## src/design/lbd_cfg.svh

```systemverilog
/*
 Constants for the LED bank dimming block: bus address, register indexes,
 power-on values, PWM timing and the brightness code segments.
 Assumes a 100 MHz core clock; included by bare name.
*/
`ifndef LBD_CFG_SVH
`define LBD_CFG_SVH

// Serial bus slave address and direction value for a write
`define LBD_I2C_ADDR 7'h36
`define LBD_RW_WRITE 1'b0

// Register indexes
`define LBD_IDX_GCFG 8'h10
`define LBD_IDX_MAIN 8'ha0
`define LBD_IDX_IND 8'hc0

// Power-on register values
`define LBD_RST_GCFG 8'h20
`define LBD_RST_MAIN 8'he0
`define LBD_RST_IND 8'hfc

// Byte framing: eight data bits, then the acknowledge pulse
`define LBD_BIT_CNT_FULL 4'h8

// Byte position within a transfer
`define LBD_PH_ADDR 2'h0
`define LBD_PH_IDX 2'h1
`define LBD_PH_DATA 2'h2

// PWM timing
`define LBD_CLK_HZ 100000000
`define LBD_PWM_HZ 20000
`define LBD_PWM_PERIOD_CYC (`LBD_CLK_HZ / `LBD_PWM_HZ)
`define LBD_ACC_W 13
`define LBD_SLOTS 13'h0010

// Brightness code segments and duty figures, in slots of sixteen
`define LBD_CODE_SEG40 5'h10
`define LBD_CODE_SEG70 5'h17
`define LBD_CODE_SEG100 5'h1d
`define LBD_CODE_1E 5'h1e
`define LBD_CODE_FULL 5'h1f
`define LBD_DUTY_ONE 5'h01
`define LBD_DUTY_SEG40 5'h0a
`define LBD_DUTY_SEG70 5'h0b
`define LBD_DUTY_13 5'h0d
`define LBD_DUTY_15 5'h0f
`define LBD_DUTY_FULL 5'h10

`endif

```

## src/design/lbd_pkg.sv

```systemverilog
/*
 Types for the LED bank dimming block: current steps, register layouts,
 output bundle, bus slave states and the main brightness map.
 Assumes lbd_cfg.svh is on the include path.
*/
`include "lbd_cfg.svh"

package lbd_pkg;

    // Analog current step, share of full scale
    typedef enum logic [1:0] {
        LBD_CUR_20 = 2'h0,
        LBD_CUR_40 = 2'h1,
        LBD_CUR_70 = 2'h2,
        LBD_CUR_100 = 2'h3
    } lbd_cur_t;

    // Global configuration layout; power-on value sets only bit 5
    typedef struct packed {
        logic rsv7;
        logic test_bit_high;
        logic fifth_sink_sense_enable;
        logic rsv4;
        logic indicator_en;
        logic rsv2;
        logic test_bit_low;
        logic main_en;
    } lbd_gcfg_t;

    // The three control registers as one bundle
    typedef struct packed {
        lbd_gcfg_t gcfg;
        logic [7:0] main_level;
        logic [7:0] ind_level;
    } lbd_regs_t;

    // What the analog sink stage receives
    typedef struct packed {
        logic main_sinks_on;
        lbd_cur_t main_cur;
        logic indicator_sink_on;
        lbd_cur_t indicator_cur;
        logic fifth_sink_sense_enable;
    } lbd_drive_t;

    // One row of the brightness map
    typedef struct packed {
        logic [4:0] duty;
        lbd_cur_t cur;
    } lbd_map_t;

    // Bus slave states, Gray coded along idle, receive, acknowledge, skip
    typedef enum logic [1:0] {
        LBD_S_IDLE = 2'b00,
        LBD_S_RX = 2'b01,
        LBD_S_ACK = 2'b11,
        LBD_S_SKIP = 2'b10
    } lbd_i2c_st_t;

    // Main code to current step and duty in sixteenths
    function automatic lbd_map_t lbd_main_map(input logic [4:0] code);
        lbd_map_t m;
        m.cur = LBD_CUR_20;
        m.duty = code + `LBD_DUTY_ONE;
        if (code >= `LBD_CODE_SEG100) begin
            m.cur = LBD_CUR_100;
            m.duty = (code == `LBD_CODE_FULL) ? `LBD_DUTY_FULL :
                     (code == `LBD_CODE_1E) ? `LBD_DUTY_15 : `LBD_DUTY_13;
        end else if (code >= `LBD_CODE_SEG70) begin
            m.cur = LBD_CUR_70;
            m.duty = code - `LBD_CODE_SEG70 + `LBD_DUTY_SEG70;
        end else if (code >= `LBD_CODE_SEG40) begin
            m.cur = LBD_CUR_40;
            m.duty = code - `LBD_CODE_SEG40 + `LBD_DUTY_SEG40;
        end
        return m;
    endfunction

endpackage

```

## src/design/lbd_dim_pwm.sv

```systemverilog
/*
 Dimming stage: a fixed-rate PWM split into sixteen slots, the brightness
 map and the enable gating, with registered outputs.
 Assumes register values arrive from logic on the same clock.
*/
`timescale 1ns/1ps
`include "lbd_cfg.svh"

module lbd_dim_pwm #(
    parameter int unsigned PERIOD_CYC = `LBD_PWM_PERIOD_CYC
) (
    // Clock and reset
    input wire logic core_clk,
    input wire logic rst_b,
    // Control registers
    input lbd_pkg::lbd_regs_t regs,
    // Sink controls
    output lbd_pkg::lbd_drive_t drive
);

    localparam logic [`LBD_ACC_W-1:0] PERIOD_W = `LBD_ACC_W'(PERIOD_CYC);

    logic [`LBD_ACC_W-1:0] acc_r, acc_nxt; // Fractional slot accumulator
    logic [3:0] slot_r, slot_nxt;           // Current slot of sixteen
    lbd_pkg::lbd_drive_t drive_r, drive_nxt;
    lbd_pkg::lbd_map_t map_w;               // Map of the main code
    logic [`LBD_ACC_W-1:0] acc_sum_w;
    logic wrap_w;                           // Last slot ends this cycle

    // Slot timing and output decode
    always_comb begin
        acc_sum_w = acc_r + `LBD_SLOTS;
        acc_nxt = acc_sum_w;
        slot_nxt = slot_r;
        wrap_w = 1'b0;
        // sixteen slots per period
        // Slots alternate in length so the period stays exact at 5000 cycles
        if (acc_sum_w >= PERIOD_W) begin
            acc_nxt = acc_sum_w - PERIOD_W;
            slot_nxt = slot_r + 4'h1;
            wrap_w = (slot_r == 4'hf);
        end
        map_w = lbd_pkg::lbd_main_map(regs.main_level[4:0]);
        drive_nxt.main_sinks_on = regs.gcfg.main_en & ({1'b0, slot_r} < map_w.duty);
        drive_nxt.main_cur = map_w.cur;
        drive_nxt.indicator_sink_on = regs.gcfg.indicator_en;
        drive_nxt.indicator_cur = lbd_pkg::lbd_cur_t'(regs.ind_level[1:0]);
        drive_nxt.fifth_sink_sense_enable = regs.gcfg.fifth_sink_sense_enable;
    end

    // Registers; reset turns every sink off
    always_ff @(posedge core_clk or negedge rst_b) begin
        if (!rst_b) begin
            acc_r <= '0;
            slot_r <= 4'h0;
            drive_r <= '0;
        end else begin
            acc_r <= acc_nxt;
            slot_r <= slot_nxt;
            drive_r <= drive_nxt;
        end
    end

    assign drive = drive_r;

    // Helper: cycles since the last period wrap
    logic [`LBD_ACC_W-1:0] cyc_r;
    always_ff @(posedge core_clk or negedge rst_b) begin
        if (!rst_b) begin
            cyc_r <= '0;
        end else begin
            cyc_r <= wrap_w ? '0 : cyc_r + 1'b1;
        end
    end

    a_period_exact: assert property (@(posedge core_clk) disable iff (!rst_b)
        wrap_w |-> cyc_r == PERIOD_W - 1'b1)
        else $error("PWM period length wrong");

    a_main_gate_off: assert property (@(posedge core_clk) disable iff (!rst_b)
        !regs.gcfg.main_en |=> !drive.main_sinks_on)
        else $error("Main sinks on while disabled");

    a_ind_steady: assert property (@(posedge core_clk) disable iff (!rst_b)
        regs.gcfg.indicator_en && $stable(regs.ind_level) |=>
        drive.indicator_sink_on && drive.indicator_cur == $past(regs.ind_level[1:0]))
        else $error("Indicator level or enable wrong");

    // The release edge still resets the flops, so start from a clocked edge
    a_sense_follow: assert property (@(posedge core_clk) disable iff (!rst_b)
        rst_b |=> drive.fifth_sink_sense_enable == $past(regs.gcfg.fifth_sink_sense_enable))
        else $error("Fifth sink sense not following");

    a_low_seg_cur: assert property (@(posedge core_clk) disable iff (!rst_b)
        regs.main_level[4:0] < `LBD_CODE_SEG40 |=> drive.main_cur == lbd_pkg::LBD_CUR_20)
        else $error("Low codes not at lowest step");

    a_code0_one_slot: assert property (@(posedge core_clk) disable iff (!rst_b)
        regs.main_level[4:0] == 5'h00 && slot_r != 4'h0 |=> !drive.main_sinks_on)
        else $error("Code zero longer than one slot");

    a_mid_seg_cur: assert property (@(posedge core_clk) disable iff (!rst_b)
        regs.main_level[4:0] >= `LBD_CODE_SEG40 && regs.main_level[4:0] < `LBD_CODE_SEG70
        |=> drive.main_cur == lbd_pkg::LBD_CUR_40)
        else $error("Middle codes not at second step");

    a_full_code_on: assert property (@(posedge core_clk) disable iff (!rst_b)
        regs.gcfg.main_en && regs.main_level[4:0] == `LBD_CODE_FULL
        |=> drive.main_sinks_on && drive.main_cur == lbd_pkg::LBD_CUR_100)
        else $error("Full code not fully on");

endmodule // lbd_dim_pwm

```

## src/design/lbd_led_dimming_top.sv

```systemverilog
/*
 LED bank dimming control: a write-only serial bus slave holding three
 control registers, feeding the dimming stage.
 Assumes the bus pins come from outside the clock domain and that the pad
 ring resolves the open-drain data line from its enable.
 Reads are refused at the address byte, so a host cannot read back and
 must keep its own copy of what it wrote.
 Assumes each bus clock phase lasts at least five core cycles, so the
 three-stage synchroniser never merges two edges.
 Assumes nothing else drives the data line while we pull it.
*/
`timescale 1ns/1ps
`include "lbd_cfg.svh"

// Functional notes
// - Answer slave address 36h only
// - Index 10h is global configuration
// - Main enable switches main sinks
// - Indicator enable switches indicator sink
// - Sense enable includes fifth sink
// - Index A0h main, C0h indicator
// - Main level uses low five bits
// - Indicator level uses low two bits
// - Codes 00-0F: low current, growing duty
// - Codes 10-16 and 17-1C: middle steps
// - Codes 1D-1F: full current, set duties
// - PWM fixed at 20 kHz
// - Indicator analog only, four steps
// - Pull data low on ninth pulse
// - Reset restores defaults, outputs off
module lbd_led_dimming_top #(
    parameter int unsigned PWM_PERIOD_CYC = `LBD_PWM_PERIOD_CYC
) (
    // Clock and reset pin
    input wire logic core_clk,
    input wire logic rst_b,
    // Serial bus pins
    input wire logic scl_pin,
    input wire logic sda_pin_in,
    output logic sda_pin_out,
    output logic sda_pin_oe_b,
    // Sink controls
    output lbd_pkg::lbd_drive_t drive
);

    // Pin synchronisers: index 1 is the clock line, index 0 data
    logic [1:0] pin_s1_r, pin_s2_r, pin_s3_r;
    logic [1:0] pin_f_r, pin_f_nxt; // Filtered pin levels

    // Bus slave state
    lbd_pkg::lbd_i2c_st_t st_r, st_nxt;
    logic [3:0] bit_cnt_r, bit_cnt_nxt; // Bits taken in this byte
    logic [7:0] shreg_r, shreg_nxt;     // Incoming byte, first bit at top
    logic [1:0] phase_r, phase_nxt;     // Which byte of the transfer
    logic [7:0] idx_r, idx_nxt;         // Register index of this transfer
    logic oe_b_r, oe_b_nxt;             // Low while acknowledging
    lbd_pkg::lbd_regs_t regs_r, regs_nxt;

    // Bus events from the filtered levels
    logic scl_rise_w, scl_fall_w, start_w, stop_w;
    logic byte_end_w; // Eighth bit taken and clock falls
    logic wr_w;       // Data byte lands in a register
    logic ack_end_w;  // Any event that ends an acknowledge

    // Three-stage synchronisers; first stage feeds the second only
    always_ff @(posedge core_clk or negedge rst_b) begin
        if (!rst_b) begin
            pin_s1_r <= 2'h3;
            pin_s2_r <= 2'h3;
            pin_s3_r <= 2'h3;
            pin_f_r <= 2'h3;
        end else begin
            pin_s1_r <= {scl_pin, sda_pin_in};
            pin_s2_r <= pin_s1_r;
            pin_s3_r <= pin_s2_r;
            pin_f_r <= pin_f_nxt;
        end
    end

    // A level change counts once stages two and three agree
    always_comb begin
        for (int i = 0; i < 2; i++) begin
            pin_f_nxt[i] = (pin_s2_r[i] == pin_s3_r[i]) ? pin_s2_r[i] : pin_f_r[i];
        end
    end

    // Edge and condition decode; start and stop need the clock line high
    assign scl_rise_w = pin_f_nxt[1] & ~pin_f_r[1];
    assign scl_fall_w = ~pin_f_nxt[1] & pin_f_r[1];
    assign start_w = pin_f_r[1] & pin_f_nxt[1] & pin_f_r[0] & ~pin_f_nxt[0];
    assign stop_w = pin_f_r[1] & pin_f_nxt[1] & ~pin_f_r[0] & pin_f_nxt[0];
    assign byte_end_w = (st_r == lbd_pkg::LBD_S_RX) & scl_fall_w &
                        (bit_cnt_r == `LBD_BIT_CNT_FULL) & ~start_w & ~stop_w;
    assign wr_w = byte_end_w & (phase_r == `LBD_PH_DATA);
    assign ack_end_w = scl_fall_w | start_w | stop_w;

    // Bus slave and register file, next values
    always_comb begin
        st_nxt = st_r;
        bit_cnt_nxt = bit_cnt_r;
        shreg_nxt = shreg_r;
        phase_nxt = phase_r;
        idx_nxt = idx_r;
        oe_b_nxt = oe_b_r;
        regs_nxt = regs_r;
        if (stop_w) begin
            // Stop ends any transfer and frees the line
            st_nxt = lbd_pkg::LBD_S_IDLE;
            oe_b_nxt = 1'b1;
        end else if (start_w) begin
            // first byte is address
            // Repeated start behaves as a first start
            st_nxt = lbd_pkg::LBD_S_RX;
            bit_cnt_nxt = 4'h0;
            phase_nxt = `LBD_PH_ADDR;
            oe_b_nxt = 1'b1;
        end else begin
            case (st_r)
                lbd_pkg::LBD_S_IDLE: begin
                    // Wait for a start
                    oe_b_nxt = 1'b1;
                end
                lbd_pkg::LBD_S_RX: begin
                    if (scl_rise_w && bit_cnt_r != `LBD_BIT_CNT_FULL) begin
                        // Data is stable while the clock is high
                        shreg_nxt = {shreg_r[6:0], pin_f_r[0]};
                        bit_cnt_nxt = bit_cnt_r + 4'h1;
                    end else if (byte_end_w) begin
                        bit_cnt_nxt = 4'h0;
                        st_nxt = lbd_pkg::LBD_S_ACK;
                        oe_b_nxt = 1'b0;
                        case (phase_r)
                            `LBD_PH_ADDR: begin
                                // own address, write only
                                // Reads are not served: no acknowledge, so the
                                // master sees a refusal instead of stale data
                                if (shreg_r[7:1] != `LBD_I2C_ADDR || shreg_r[0] != `LBD_RW_WRITE) begin
                                    st_nxt = lbd_pkg::LBD_S_SKIP;
                                    oe_b_nxt = 1'b1;
                                end
                            end
                            `LBD_PH_IDX: begin
                                idx_nxt = shreg_r;
                            end
                            default: begin
                                // decode index, store whole byte
                                // Unused bits are kept as written, though no read can return them
                                case (idx_r)
                                    `LBD_IDX_GCFG: regs_nxt.gcfg = lbd_pkg::lbd_gcfg_t'(shreg_r);
                                    `LBD_IDX_MAIN: regs_nxt.main_level = shreg_r;
                                    `LBD_IDX_IND: regs_nxt.ind_level = shreg_r;
                                    default: regs_nxt = regs_r;
                                endcase
                            end
                        endcase
                    end
                end
                lbd_pkg::LBD_S_ACK: begin
                    if (scl_fall_w) begin
                        oe_b_nxt = 1'b1;
                        st_nxt = lbd_pkg::LBD_S_RX;
                        // Later data bytes rewrite the same register
                        phase_nxt = (phase_r == `LBD_PH_ADDR) ? `LBD_PH_IDX : `LBD_PH_DATA;
                    end
                end
                lbd_pkg::LBD_S_SKIP: begin
                    // Not addressed: ignore until start or stop
                    oe_b_nxt = 1'b1;
                end
                default: begin
                    st_nxt = lbd_pkg::LBD_S_IDLE;
                    oe_b_nxt = 1'b1;
                end
            endcase
        end
    end

    always_ff @(posedge core_clk or negedge rst_b) begin
        if (!rst_b) begin
            st_r <= lbd_pkg::LBD_S_IDLE;
            bit_cnt_r <= 4'h0;
            shreg_r <= 8'h00;
            phase_r <= `LBD_PH_ADDR;
            idx_r <= 8'h00;
            oe_b_r <= 1'b1;
            regs_r.gcfg <= lbd_pkg::lbd_gcfg_t'(`LBD_RST_GCFG);
            regs_r.main_level <= `LBD_RST_MAIN;
            regs_r.ind_level <= `LBD_RST_IND;
        end else begin
            st_r <= st_nxt;
            bit_cnt_r <= bit_cnt_nxt;
            shreg_r <= shreg_nxt;
            phase_r <= phase_nxt;
            idx_r <= idx_nxt;
            oe_b_r <= oe_b_nxt;
            regs_r <= regs_nxt;
        end
    end

    // Open drain: the pad only ever pulls low
    assign sda_pin_out = 1'b0;
    assign sda_pin_oe_b = oe_b_r;

    // Dimming stage
    lbd_dim_pwm #(
        .PERIOD_CYC(PWM_PERIOD_CYC)
    ) u_dim (
        .core_clk(core_clk),
        .rst_b(rst_b),
        .regs(regs_r),
        .drive(drive)
    );

    // Bus slave checks, all on the core clock and masked in reset

    // Only our own write address is answered
    a_ack_addr_only: assert property (@(posedge core_clk) disable iff (!rst_b)
        $fell(sda_pin_oe_b) && phase_r == `LBD_PH_ADDR
        |-> shreg_r[7:1] == `LBD_I2C_ADDR && shreg_r[0] == `LBD_RW_WRITE)
        else $error("Acknowledged a foreign address");

    // Pull starts one edge after the eighth fall
    a_ack_after_8: assert property (@(posedge core_clk) disable iff (!rst_b)
        $fell(sda_pin_oe_b) |-> $past(bit_cnt_r) == `LBD_BIT_CNT_FULL && $past(scl_fall_w))
        else $error("Acknowledge not after eighth bit");

    // Release only on the ninth fall, a start or a stop
    a_ack_release: assert property (@(posedge core_clk) disable iff (!rst_b)
        $rose(sda_pin_oe_b) |-> $past(ack_end_w))
        else $error("Acknowledge released early");

    // Configuration byte lands whole
    a_gcfg_store: assert property (@(posedge core_clk) disable iff (!rst_b)
        wr_w && idx_r == `LBD_IDX_GCFG |=> regs_r.gcfg == $past(shreg_r))
        else $error("Configuration write lost");

    // Main level byte lands whole
    a_main_store: assert property (@(posedge core_clk) disable iff (!rst_b)
        wr_w && idx_r == `LBD_IDX_MAIN |=> regs_r.main_level == $past(shreg_r))
        else $error("Main level write lost");

    // Indicator level byte lands whole
    a_ind_store: assert property (@(posedge core_clk) disable iff (!rst_b)
        wr_w && idx_r == `LBD_IDX_IND |=> regs_r.ind_level == $past(shreg_r))
        else $error("Indicator level write lost");

    // Reset leaves power-on values and dark main sinks
    a_reset_defaults: assert property (@(posedge core_clk) disable iff (!rst_b)
        $rose(rst_b) |-> regs_r == {`LBD_RST_GCFG, `LBD_RST_MAIN, `LBD_RST_IND} && !drive.main_sinks_on)
        else $error("Power-on values not restored");

    // Refused address: line left to the pull-up
    a_skip_no_ack: assert property (@(posedge core_clk) disable iff (!rst_b)
        st_r == lbd_pkg::LBD_S_SKIP |-> sda_pin_oe_b)
        else $error("Pulled data while not addressed");

    // The pad pulls only inside the ack slot
    a_pull_in_ack: assert property (@(posedge core_clk) disable iff (!rst_b)
        !sda_pin_oe_b |-> st_r == lbd_pkg::LBD_S_ACK)
        else $error("Data pulled outside acknowledge");

    // A stop frees the bus from any state
    a_stop_frees: assert property (@(posedge core_clk) disable iff (!rst_b)
        stop_w |=> st_r == lbd_pkg::LBD_S_IDLE && sda_pin_oe_b)
        else $error("Stop did not free the bus");

    // Any start opens a fresh address byte
    a_start_restarts: assert property (@(posedge core_clk) disable iff (!rst_b)
        start_w |=> st_r == lbd_pkg::LBD_S_RX && phase_r == `LBD_PH_ADDR && bit_cnt_r == 4'h0)
        else $error("Start did not restart");

    // Second byte becomes the register index
    a_idx_capture: assert property (@(posedge core_clk) disable iff (!rst_b)
        byte_end_w && phase_r == `LBD_PH_IDX |=> idx_r == $past(shreg_r))
        else $error("Register index not captured");

    // Only a data byte may move the registers
    a_regs_hold: assert property (@(posedge core_clk) disable iff (!rst_b)
        !wr_w |=> $stable(regs_r))
        else $error("Register changed without a write");

    // An unmapped index stores nothing
    a_unmapped_drop: assert property (@(posedge core_clk) disable iff (!rst_b)
        wr_w && idx_r != `LBD_IDX_GCFG && idx_r != `LBD_IDX_MAIN && idx_r != `LBD_IDX_IND
        |=> $stable(regs_r))
        else $error("Unmapped index stored data");

    // Eight data bits at most per byte
    a_bit_cnt_max: assert property (@(posedge core_clk) disable iff (!rst_b)
        bit_cnt_r <= `LBD_BIT_CNT_FULL)
        else $error("Bit counter overran");

    // Phase never takes the unused code
    a_phase_legal: assert property (@(posedge core_clk) disable iff (!rst_b)
        phase_r <= `LBD_PH_DATA)
        else $error("Transfer phase out of range");

endmodule // lbd_led_dimming_top

```

## config.mk

```make
export PLATFORM = sky130hd
export DESIGN_NAME = lbd_led_dimming_top
export DESIGN_NICKNAME = d
export VERILOG_FILES = /design/src/design/lbd_pkg.sv /design/src/design/lbd_dim_pwm.sv /design/src/design/lbd_led_dimming_top.sv
export VERILOG_INCLUDE_DIRS = /design/src /design/src/design
export SDC_FILE = /design/constraint.sdc
export NUM_CORES = 1
export LEC_CHECK = 0
export BUFFER_PORTS_ARGS = -buffer_cell sky130_fd_sc_hd__buf_2
export CAP_MARGIN = 40
export CORE_MARGIN = 5
export CORE_UTILIZATION = 35
export CTS_CLUSTER_DIAMETER = 30
export DETAILED_ROUTE_END_ITERATION = 8
export SETUP_SLACK_MARGIN = 0.4
export SLEW_MARGIN = 20
export SYNTH_ARGS = -nofsm -noshare
export SYNTH_HDL_FRONTEND = slang
export SYNTH_HIERARCHICAL = 1
export SYNTH_SLANG_ARGS = --single-unit
```

## constraint.sdc

```tcl
create_clock -name core_clk -period 2.7 [get_ports core_clk]
set_input_delay 0.135 -clock core_clk [delete_from_list [all_inputs] [get_ports core_clk]]
set_output_delay 0.135 -clock core_clk [all_outputs]
set_load 0.02 [all_outputs]
```

==> flow_summary.json <==
{
  "status": "finished, final reports clean",
  "syn_area_mm2": 0.00348,
  "crit_type": "flop to flop",
  "cp_max_fo": 6,
  "drive_gt1_frac": 0.364,
  "wl_per_cell_um": 14.3,
  "syn_area_per_cell_um2": 11.2,
  "clkTransAtPathRegs_ps": 80,
  "clock_path_buffers": 2,
  "syn2layout_area_growth_pct": 22.2,
  "max_stage_delay_ps": 460,
  "drv_slew": 0,
  "fin_crit_ps": 2260,
  "finClkSkew_ps": 11.2,
  "path_cells": "buf_6 > ha_1 > nor2b_2 > o21ai_1 > o211a_4 > a211o_4 > and2_4 > o2bb2ai_1 > a32o_1",
  "dp_hpwl_um": 4550,
  "p_leak_nw": 1.86,
  "power_density_mw_per_mm2": 506,
  "min_path_type": "primary input to asynchronous set/reset pin",
  "fillers": 910,
  "fmax_ghz": 0.443,
  "track_usage": 0.122,
  "vias": 2473,
  "preCtsSetupSlack_ps": 209,
  "grt.busiest_layer": "met2",
  "final_cell_count_no_fill": 490,
  "setup_viol": 0,
  "synth_fp_nets": 336,
  "die_w_um": 110,
  "cts_max_level": 3,
  "die_area_mm2": 0.0120,
  "drt_iter0_markers": 166,
  "drt-total-wl_um": 7000,
  "cpMaxStageDelayCell": "dfrtp_2",
  "arrival_ps": 2480,
  "yosysWarnings": 6,
  "rows": 36,
  "gp_congestion": 0.876,
  "grt_use_met3": 0.0258,
  "irDropWorstVdd_mv": 0.328,
  "grt_pass1_wl_um": 11700,
  "antenna_found_initial": 0,
  "finalCritPeriodShare": 0.837,
  "grt_pass1_vias": 2500,
  "clkLatencyLatePin_ps": 330,
  "placed_cells": 454,
  "cts_root_buf": "clkbuf_8",
  "synth_cells": 312,
  "end_kind": "flop",
  "drcViolationCount": 0,
  "nNetsFinal": 376,
  "rsz0062_at_grt": "true",
  "cp_data_required_time_ps": 2920,
  "relSlewSlack": 0.574,
  "ant_nets": 0,
  "via_per_inst": 5.05,
  "grt_max_degree": 35,
  "final-hold-violation-count": 0,
  "critPathBufInv": 1,
  "r2r_end": "u_dim/acc_r[8]",
  "setup-tns-final_ps": 0,
  "worstReg2RegStart": "u_dim/acc_r[4]",
  "cp_top_family": "compound AO/OA/AOI/OAI gates",
  "diodes": 0,
  "grt_util_met1": 0.161,
  "final_common_cell": "dfrtp_1",
  "fin_ws_ps": 441,
  "initial_utilization": 0.358,
  "start_kind": "flop",
  "drv_cap": 0,
  "ios": 13,
  "grt-ovfl-total": 0,
  "grt_use_met2": 0.199,
  "numCtsBuffers": 9,
  "worst_slew_pin_slew_ps": 636,
  "power_mw": 2.15,
  "cts_tree": "built",
  "port_buffers": 11,
  "die_y_um": 110,
  "coreArea_mm2": 0.00973,
  "worstRegToRegCells": 9,
  "clock-sinks": 64,
  "drt-pass1-iter-count": 4,
  "layout_common_cells": "dfrtp_1 (46), mux2_2 (26), nand2_1 (25), buf_4 (23), nor2_1 (17)",
  "r2r_setup_slack_ps": 440
}
==> final cells by class <==
class	count	area, µm²	share of cell area
clock inverter	7	78.8	0.0185
tap	133	166	0.0391
clock buffer	9	124	0.0291
multi-input combinational	227	1950	0.458
inverter	12	45.0	0.0106
sequential	64	1620	0.382
timing repair buffer	38	269	0.0632
==> stage by stage <==
stage / utilization / cell area (µm²) / hold WS (ps)
final: 0.438 / 4260 / 225
after global routing: 0.438 / 4260 / 235
after CTS: 0.416 / 4050 / 215
after detailed placement: 0.382 / 3710 / 31.6
after global placement: 0.382 / 3710 / 26.2
after floorplan: - / 3490 / -161
==> flip-flops by register name, indices dropped and copies added, names as in the netlist, 4 cells and up <==
name,cells
idx_r,8
u_dim/acc_r,10
regs_r,10
u_dim/drive,7
bit_cnt_r,4
shreg_r,8
u_dim/slot_r,4
==> what timing repair did <==
item	4_1_cts	5_1_grt
hold buffers	3	0
gates cloned	0	1
gates resized for setup	11	30
hold endpoints to repair	12	0
endpoints found under the setup margin	12	10
setup buffers	9	7
pin swaps	0	17
==> metal layers <==
metal	up-vias	wire [µm]
met5	-	0
met3	5	182
met1	1224	3350
met4	0	80
met2	35	3390
li1	1209	-
==> worst reg2reg max path: stages (launching register included) <==
cell and delay [ps]:
dfrtp_2 460, buf_6 130, ha_1 140, nor2b_2 140, o21ai_1 100, o211a_4 260
a211o_4 360, and2_4 200, o2bb2ai_1 140, a32o_1 210
==> how the worst max path moves through the flow <==
stage / start / end / slack [ps] / cells past startpoint
after floorplan: regs_r[11] / u_dim/drive[6] / 380 / 13
after global placement: regs_r[11] / u_dim/drive[6] / 240 / 13
after detailed placement: regs_r[11] / u_dim/drive[6] / 210 / 13
after CTS: u_dim/acc_r[4] / u_dim/acc_r[8] / 400 / 8
after global routing: regs_r[9] / u_dim/drive[6] / 310 / 14
final: u_dim/acc_r[4] / u_dim/acc_r[8] / 440 / 9
==> power by group <==
group	switching, mW	leakage, nW	internal (mW)	total (mW)
combinational	0.0916	0.933	0.0881	0.180
clock	0.400	0.105	0.438	0.838
sequential	0.102	0.823	1.03	1.14
total	0.594	1.86	1.56	2.15
(Power assumes the default switching activity.)
